--- src/hdl/mcrs_defs.svh ---
// Purpose: Constants for the memory interface clock and reset sharing block
// Assumes: Included by bare name
// Notes: Sync depth, divider reset values, reset hold count and widths
`ifndef MCRS_DEFS_SVH
`define MCRS_DEFS_SVH
`define MCRS_SYNC_STAGES 2
`define MCRS_DIV_FULL 2'h0
`define MCRS_DIV_HALF 2'h1
`define MCRS_RST_CNT_W 4
`define MCRS_RST_HOLD 4'h3
`define MCRS_BOND_W 3
`endif

--- src/hdl/mcrs_pkg.sv ---
// Purpose: Types for the clock and reset sharing block
// Assumes: Nothing beyond the defs header
// Notes: Types only
package mcrs_pkg;
   typedef enum logic {MCRS_MASTER, MCRS_SLAVE} mcrs_mode_type;
   typedef enum logic {MCRS_FULL_RATE, MCRS_HALF_RATE} mcrs_rate_type;
   typedef enum logic [1:0] {MCRS_RST_HOLD_ST, MCRS_RST_WAIT_LOCK, MCRS_RST_RUN} mcrs_rst_state_type;
   typedef struct packed {
      logic cmdClk;
      logic readClk;
      logic writeClk;
   } mcrs_fifo_clk_type;
   typedef struct packed {
      logic cmdRst;
      logic readRst;
      logic writeRst;
   } mcrs_fifo_rst_type;
endpackage

--- src/hdl/mcrs_clock_reset.sv ---
// Purpose: Clock and reset distribution for a memory interface PHY
// Assumes: ref_clk at 25 MHz stands in for the PLL memory clock output
// Notes: Clocks leave as registered toggles; one file holds all the logic
// Overview of operation
// - Global reset low clears the PLL model and all PHY logic asynchronously.
// - Soft reset low clears PHY logic but leaves the PLL running.
// - Master mode drives controller reset low on lost lock or PHY reset.
// - Interface clock runs at full or half memory rate, fixed at build.
// - A secondary clock runs at exactly half the interface clock.
// - Master mode generates the interface clock and drives it out.
// - Hard interface option gives command, read and write front-end FIFOs.
// - Each front-end FIFO has its own clock and reset input.
// - Bonding export gives three inputs and three outputs, cross-connected.
`timescale 1ns/1ps
`default_nettype none
`include "mcrs_defs.svh"

module mcrs_clock_reset
   import mcrs_pkg::*;
#(
   parameter mcrs_mode_type MODE = MCRS_MASTER,
   parameter mcrs_rate_type RATE = MCRS_HALF_RATE,
   parameter bit HARD_IF = 1'b1,
   parameter bit BOND_EXPORT = 1'b1
)(
   input wire logic ref_clk,
   input wire logic rstn,
   input wire logic globalResetN,
   input wire logic softResetN,
   input wire logic pllLocked,
   input wire logic ifClkIn,
   input wire logic ifHalfClkIn,
   input wire logic ifResetInN,
   output logic ifClkOut,
   output logic ifHalfClkOut,
   output logic ifResetOutN,
   output logic ifClk,
   output logic ifHalfClk,
   output logic ifResetN,
   input wire mcrs_fifo_clk_type frontEndFifoClk,
   input wire mcrs_fifo_rst_type frontEndFifoRst,
   output mcrs_fifo_clk_type fifoClkOut,
   output mcrs_fifo_rst_type fifoRstOut,
   input wire logic [`MCRS_BOND_W-1:0] bondIn,
   input wire logic [`MCRS_BOND_W-1:0] coreBondOut,
   output logic [`MCRS_BOND_W-1:0] bondOut,
   output logic [`MCRS_BOND_W-1:0] coreBondIn
);
   // Combined async resets: global hits everything, soft only the PHY
   logic pllRstN;
   logic phyRstN;
   assign pllRstN = rstn & globalResetN;
   assign phyRstN = pllRstN & softResetN;

   // PLL model: divider state lives in the PLL domain, untouched by soft reset
   logic [1:0] divCnt_q, divCnt_d;
   logic clk_q, clk_d;
   logic half_q, half_d;
   always_comb begin
      divCnt_d = divCnt_q + 2'h1;
      clk_d = clk_q;
      half_d = half_q;
      if (RATE == MCRS_FULL_RATE) begin
         clk_d = ~clk_q;
         if (!clk_q) begin
            half_d = ~half_q;
         end
      end else begin
         if (divCnt_q[0]) begin
            clk_d = ~clk_q;
         end
         // Toggle only where the interface clock rises, so half rises stay aligned
         if (divCnt_q == 2'h1) begin
            half_d = ~half_q;
         end
      end
   end
   always_ff @(posedge ref_clk or negedge pllRstN) begin
      if (!pllRstN) begin
         divCnt_q <= `MCRS_DIV_FULL;
         clk_q <= 1'b0;
         half_q <= 1'b0;
      end else begin
         divCnt_q <= divCnt_d;
         clk_q <= clk_d;
         half_q <= half_d;
      end
   end

   // Lock synchroniser, cleared with the PHY so a reset forces a fresh wait
   logic lockMeta_q, lockSync_q;
   always_ff @(posedge ref_clk or negedge phyRstN) begin
      if (!phyRstN) begin
         lockMeta_q <= 1'b0;
         lockSync_q <= 1'b0;
      end else begin
         lockMeta_q <= pllLocked;
         lockSync_q <= lockMeta_q;
      end
   end

   // Reset sequencer: hold a few cycles, then wait for lock
   mcrs_rst_state_type st_q, st_d;
   logic [`MCRS_RST_CNT_W-1:0] cnt_q, cnt_d;
   always_comb begin
      st_d = st_q;
      cnt_d = cnt_q;
      case (st_q)
         MCRS_RST_HOLD_ST: begin
            if (cnt_q == `MCRS_RST_HOLD) begin
               st_d = MCRS_RST_WAIT_LOCK;
            end else begin
               cnt_d = cnt_q + 4'h1;
            end
         end
         MCRS_RST_WAIT_LOCK: begin
            if (lockSync_q) begin
               st_d = MCRS_RST_RUN;
            end
         end
         MCRS_RST_RUN: begin
            // Raw lock too, so a short drop cannot let the output rise again early
            if (!lockSync_q || !pllLocked) begin
               st_d = MCRS_RST_HOLD_ST;
               cnt_d = '0;
            end
         end
         default: begin
            st_d = MCRS_RST_HOLD_ST;
            cnt_d = '0;
         end
      endcase
   end
   always_ff @(posedge ref_clk or negedge phyRstN) begin
      if (!phyRstN) begin
         st_q <= MCRS_RST_HOLD_ST;
         cnt_q <= '0;
      end else begin
         st_q <= st_d;
         cnt_q <= cnt_d;
      end
   end

   // Reset register takes the next state, so it drops on the first ref_clk edge after lost lock
   logic rstOut_q;
   always_ff @(posedge ref_clk or negedge phyRstN) begin
      if (!phyRstN) begin
         rstOut_q <= 1'b0;
      end else begin
         rstOut_q <= (st_d == MCRS_RST_RUN);
      end
   end

   // Master drives clocks and reset out; slave takes them from the master
   always_comb begin
      if (MODE == MCRS_MASTER) begin
         ifClkOut = clk_q;
         ifHalfClkOut = half_q;
         ifResetOutN = rstOut_q & pllLocked & phyRstN;
         ifClk = clk_q;
         ifHalfClk = half_q;
         ifResetN = ifResetOutN;
      end else begin
         ifClkOut = 1'b0;
         ifHalfClkOut = 1'b0;
         ifResetOutN = 1'b0;
         ifClk = ifClkIn;
         ifHalfClk = ifHalfClkIn;
         ifResetN = ifResetInN & phyRstN;
      end
   end

   // Front-end FIFO clocks and resets pass on independently per FIFO
   always_comb begin
      if (HARD_IF) begin
         fifoClkOut = frontEndFifoClk;
         fifoRstOut = frontEndFifoRst;
      end else begin
         fifoClkOut = '0;
         fifoRstOut = '0;
      end
   end

   // Bonding: peer inputs feed our core, our core feeds the peer
   always_comb begin
      if (BOND_EXPORT) begin
         coreBondIn = bondIn;
         bondOut = coreBondOut;
      end else begin
         coreBondIn = '0;
         bondOut = '0;
      end
   end

   // Checks
   chk_half_rise_align: assert property (@(posedge ref_clk) disable iff (!pllRstN)
      (MODE == MCRS_MASTER && $rose(ifHalfClkOut)) |-> $rose(ifClkOut))
      else $error("half clock rose without interface clock");
   chk_half_period: assert property (@(posedge ref_clk) disable iff (!pllRstN)
      (MODE == MCRS_MASTER && RATE == MCRS_HALF_RATE && $rose(ifHalfClkOut)) |-> ##8 $rose(ifHalfClkOut))
      else $error("half clock period wrong");
   chk_clk_half_rate: assert property (@(posedge ref_clk) disable iff (!pllRstN)
      (MODE == MCRS_MASTER && RATE == MCRS_HALF_RATE && $rose(ifClkOut)) |-> ##1 ifClkOut ##1 !ifClkOut)
      else $error("interface clock rate wrong");
   chk_clk_toggles: assert property (@(posedge ref_clk) disable iff (!pllRstN)
      (MODE == MCRS_MASTER) |-> ##[1:2] (ifClkOut != $past(ifClkOut)))
      else $error("interface clock stopped");
   chk_lock_drop_rst: assert property (@(posedge ref_clk) disable iff (!phyRstN)
      (MODE == MCRS_MASTER && !pllLocked) |-> !ifResetOutN)
      else $error("reset out high without lock");
   chk_rst_release: assert property (@(posedge ref_clk) disable iff (!phyRstN)
      (MODE == MCRS_MASTER && $rose(ifResetOutN)) |-> $past(lockSync_q))
      else $error("reset released before lock");
   chk_soft_keeps_pll: assert property (@(posedge ref_clk) disable iff (!pllRstN)
      (!softResetN && MODE == MCRS_MASTER) |-> ##2 (ifClkOut != $past(ifClkOut, 2)) or ##1 (ifClkOut != $past(ifClkOut)))
      else $error("soft reset stopped the clock");
   chk_global_clears: assert property (@(posedge ref_clk)
      (!globalResetN) |-> (divCnt_q == `MCRS_DIV_FULL && st_q == MCRS_RST_HOLD_ST))
      else $error("global reset did not clear");
   chk_bond_pass: assert property (@(posedge ref_clk) disable iff (!phyRstN)
      BOND_EXPORT |-> (bondOut == coreBondOut && coreBondIn == bondIn))
      else $error("bonding not cross connected");
endmodule
`default_nettype wire

--- config.mk ---
export PLATFORM = sky130hd
export DESIGN_NAME = mcrs_clock_reset
export DESIGN_NICKNAME = d
export VERILOG_FILES = /design/src/hdl/mcrs_pkg.sv /design/src/hdl/mcrs_clock_reset.sv
export VERILOG_INCLUDE_DIRS = /design/src /design/src/hdl
export SDC_FILE = /design/constraint.sdc
export NUM_CORES = 1
export LEC_CHECK = 0
export BUFFER_PORTS_ARGS = -buffer_cell sky130_fd_sc_hd__clkbuf_2
export CAP_MARGIN = 20
export CORE_MARGIN = 2
export CORE_UTILIZATION = 45
export CTS_CLUSTER_SIZE = 25
export DETAILED_ROUTE_END_ITERATION = 6
export PLACE_DENSITY = 0.83
export SLEW_MARGIN = 20
export SYNTH_ARGS = -nofsm -noshare
export SYNTH_HDL_FRONTEND = slang
export SYNTH_SLANG_ARGS = --single-unit
--- constraint.sdc ---
create_clock -name ref_clk -period 2.4 [get_ports ref_clk]
set_clock_uncertainty 0.2 [all_clocks]
set_input_delay 0.12 -clock ref_clk [delete_from_list [all_inputs] [get_ports ref_clk]]
set_output_delay 0.12 -clock ref_clk [all_outputs]
set_load 0.01 [all_outputs]
==> summary.txt <==
Run status
  – Status: finished clean

Route
  – Antenna viol nets, final: 0
  – First-pass DRT Iterations: 4
  – Via count: 397
  – Detailed-route vias per instance: 5.16
  – Routed len/inst: 13.9 um
  – DRC Markers: 0
  – Detailed router's first-iteration violation count: 9
  – Total routed wirelength: 1070 um

Die
  – Die area: 1780 um^2
  – Row count: 13
  – IO Count: 38
  – Die Y: 42.2 um
  – Die X: 42.2 um
  – Core area: 1330 um^2
  – Initial Util: 49.3%

Yosys
  – Post-Syn Instances: 58
  – Post-Synthesis Cell Area: 658 um^2
  – Synth Area per Inst: 11.3 um^2
  – Area share of fa/ha/maj cells after synthesis: 3.80%
  – Cell variety after synth: 17
  – Syn nets: 80
  – Flops & latches, synth: 13
  – Sequential fraction of the synthesis area: 49.4%
  – Synth Area in Compound Gates: 6.27%
  – Mux share of post-synthesis cell area: 4.75%
  – Post-synthesis simple-gate area fraction: 10.5%
  – Yosys Warn Count: 0
  – Xor/xnor cell area share of the yosys netlist: 5.32%
  – Largest family of logic cells by synthesized area: buffers and inverters

Pwr
  – Lkg Pwr: 0.359 nW
  – Peak VDD IR: 0.609 mV
  – Pwr Density: 854 nW/um^2

Setup path
  – Endpoint class of the critical path: output port
  – CP Launch Type: input pin
  – CP required: 2.08 ns
  – Worst EP arrival: 1.56 ns
  – Critical Path Start: softResetN
  – Max FO, Critical Path: 10
  – Crit Path Class: input pin to output port
  – Reg2reg start: cnt_q[0]$_DFFE_PN0P_

Global routing
  – Initial antenna violation count: 0
  – First-pass GRT wire length: 1950 um
  – Grt total ovfl: 0
  – Largest net degree at the start of global routing: 11
  – Vias in the first global route: 424
  – GRT Overall Usage: 15.3%

STA
  – Endpoints failing hold: 0
  – Fmax: 533 MHz
  – Slew @ Worst Pin: 0.479 ns
  – Part of the cycle the worst path needs: 78.2%
  – Slew Viols, Final: 0
  – Slew HR: 67.2%
  – Number of endpoints failing setup at the final stage: 0
  – Min Clock Period, post-route: 1.88 ns
  – Total Neg Setup Slack: 0 ns
  – RSZ-0062 raised after global routing: false

Clock network
  – Gates resized, CTS repair: 0
  – Longest Clk Path Bufs: 2
  – Setup bufs post-CTS: 0
  – Clock Latency Late Sink: 0.27 ns
  – CTS Buf Count: 3
  – CTS root buffer: clkbuf_4
  – H-tree depth: 1
  – Clock sinks: 13
  – Number of hold buffers added after CTS: 5
  – CTS tree: yes

Place
  – I/O Buffers: 10
  – GPL Wtd Cong: 0.728
  – Placed inst area: 614 um^2
  – DP Wirelength: 713 um

Cells and area
  – Share of layout cells above drive strength 1: 24.2%
  – Layout Nets: 85
  – Commonest cells after routing, fill and taps aside: dfrtp_1, clkbuf_2, inv_1, dlygate4sd3_1
  – Synth-to-Final Area Change: 4.94%
  – Utilization after layout: 51.8%
  – N_diodes: 0
  – Design Area, Final: 691 um^2
  – Most common cell after layout, fill and taps aside: dfrtp_1

Job
  – Max cap viols: 0

Min path
  – Hold_sp: frontEndFifoClk[0]
  – Hold WC Path Type: input pin to output port
-- cells in the mapped netlist --
cell      instances  area (um^2)
buf_4            15          113
ha_1              2         25.0
xor2_1            2         17.5
and2_1            3         18.8
mux2i_1           2         20.0
a22o_2            1         10.0
inv_1             5         18.8
a22o_1            3         26.3
nand3b_1          1         7.51
o21ai_0           1         5.00
dfrtp_1          13          325
mux2_1            1         11.3
and3_1            2         12.5
nor3b_2           1         12.5
nand3_1           2         10.0
nor2_1            2         7.51
xnor2_1           2         17.5
-- layer usage --
metal	track usage [%]	share of wire (%)	wire length, um	vias up
met5	0	0	0	-
met4	11.3	5.6	60	0
met3	8.19	8.9	96	10
met2	21.8	45	482	19
met1	16.9	40	434	186
li1	-	-	-	182
-- cell type report --
cell class | instances | area [um^2]
Inverter | 5 | 18.8
Fill cell | 124 | 643
Tap cell | 15 | 18.8
Multi-Input combinational cell | 25 | 201
Sequential cell | 13 | 325
Timing Repair Buffer | 15 | 100
Clock buffer | 4 | 26.3
-- power breakdown --
group          total, mW  leakage [nW]  internal [mW]  switching, mW
Clock              0.130        0.0150         0.0644         0.0661
Sequential         0.292         0.172          0.256         0.0360
Combinational      0.167         0.171         0.0898         0.0774
Total              0.590         0.359          0.410          0.179
-- cells by family after synthesis --
kind of cell,Yosys count
buffers and inverters,20
flip-flops,13
AND/OR/NAND/NOR,11
AO/OA/AOI/OAI,5
XOR/XNOR,4
multiplexers,3
adder cells (fa/ha/maj),2
-- worst paths after layout --
path                                         end  slack [ns]  depth (start not counted)
setup / recovery                     ifResetOutN        0.52                          5
hold / removal                     fifoClkOut[0]        0.04                          0
setup reg to reg            cnt_q[1]$_DFFE_PN0P_        0.63                          4
hold reg to reg             lockSync_q$_DFF_PN0_        0.19                          0
max in group asynchronous  divCnt_q[0]$_DFF_PP0_        1.16                          4
min in group asynchronous   cnt_q[2]$_DFFE_PN0P_        0.26                          3
-- per-stage QoR --
| stage | hold WS [ns] | total power [mW] | setup slack [ns] | instances |
|---|---|---|---|---|
| after global placement | -0.139 | 0.443 | 0.685 | 68 |
| final | 0.0400 | 0.590 | 0.523 | 77 |
| after CTS | 0.0401 | 0.596 | 0.482 | 77 |
| after global routing | 0.0400 | 0.645 | 0.385 | 77 |
| after detailed placement | -0.121 | 0.452 | 0.665 | 68 |
| after floorplan | -0.244 | 0.437 | 0.773 | 58 |
-- critical path, stage by stage --
cell and delay (ns):
dlygate4sd3_1 0.53, clkbuf_2 0.10, and3_1 0.43, and3_1 0.24, clkbuf_2 0.14
-- sequential cells by signal, indices dropped and copies added (netlist names) --
name / flops
ifHalfClk: 1
divCnt_q: 2
ifClk: 1
lockSync_q: 1
lockMeta_q: 1
cnt_q: 4
st_q: 2
rstOut_q: 1
Power figures use the tool's default switching activity.
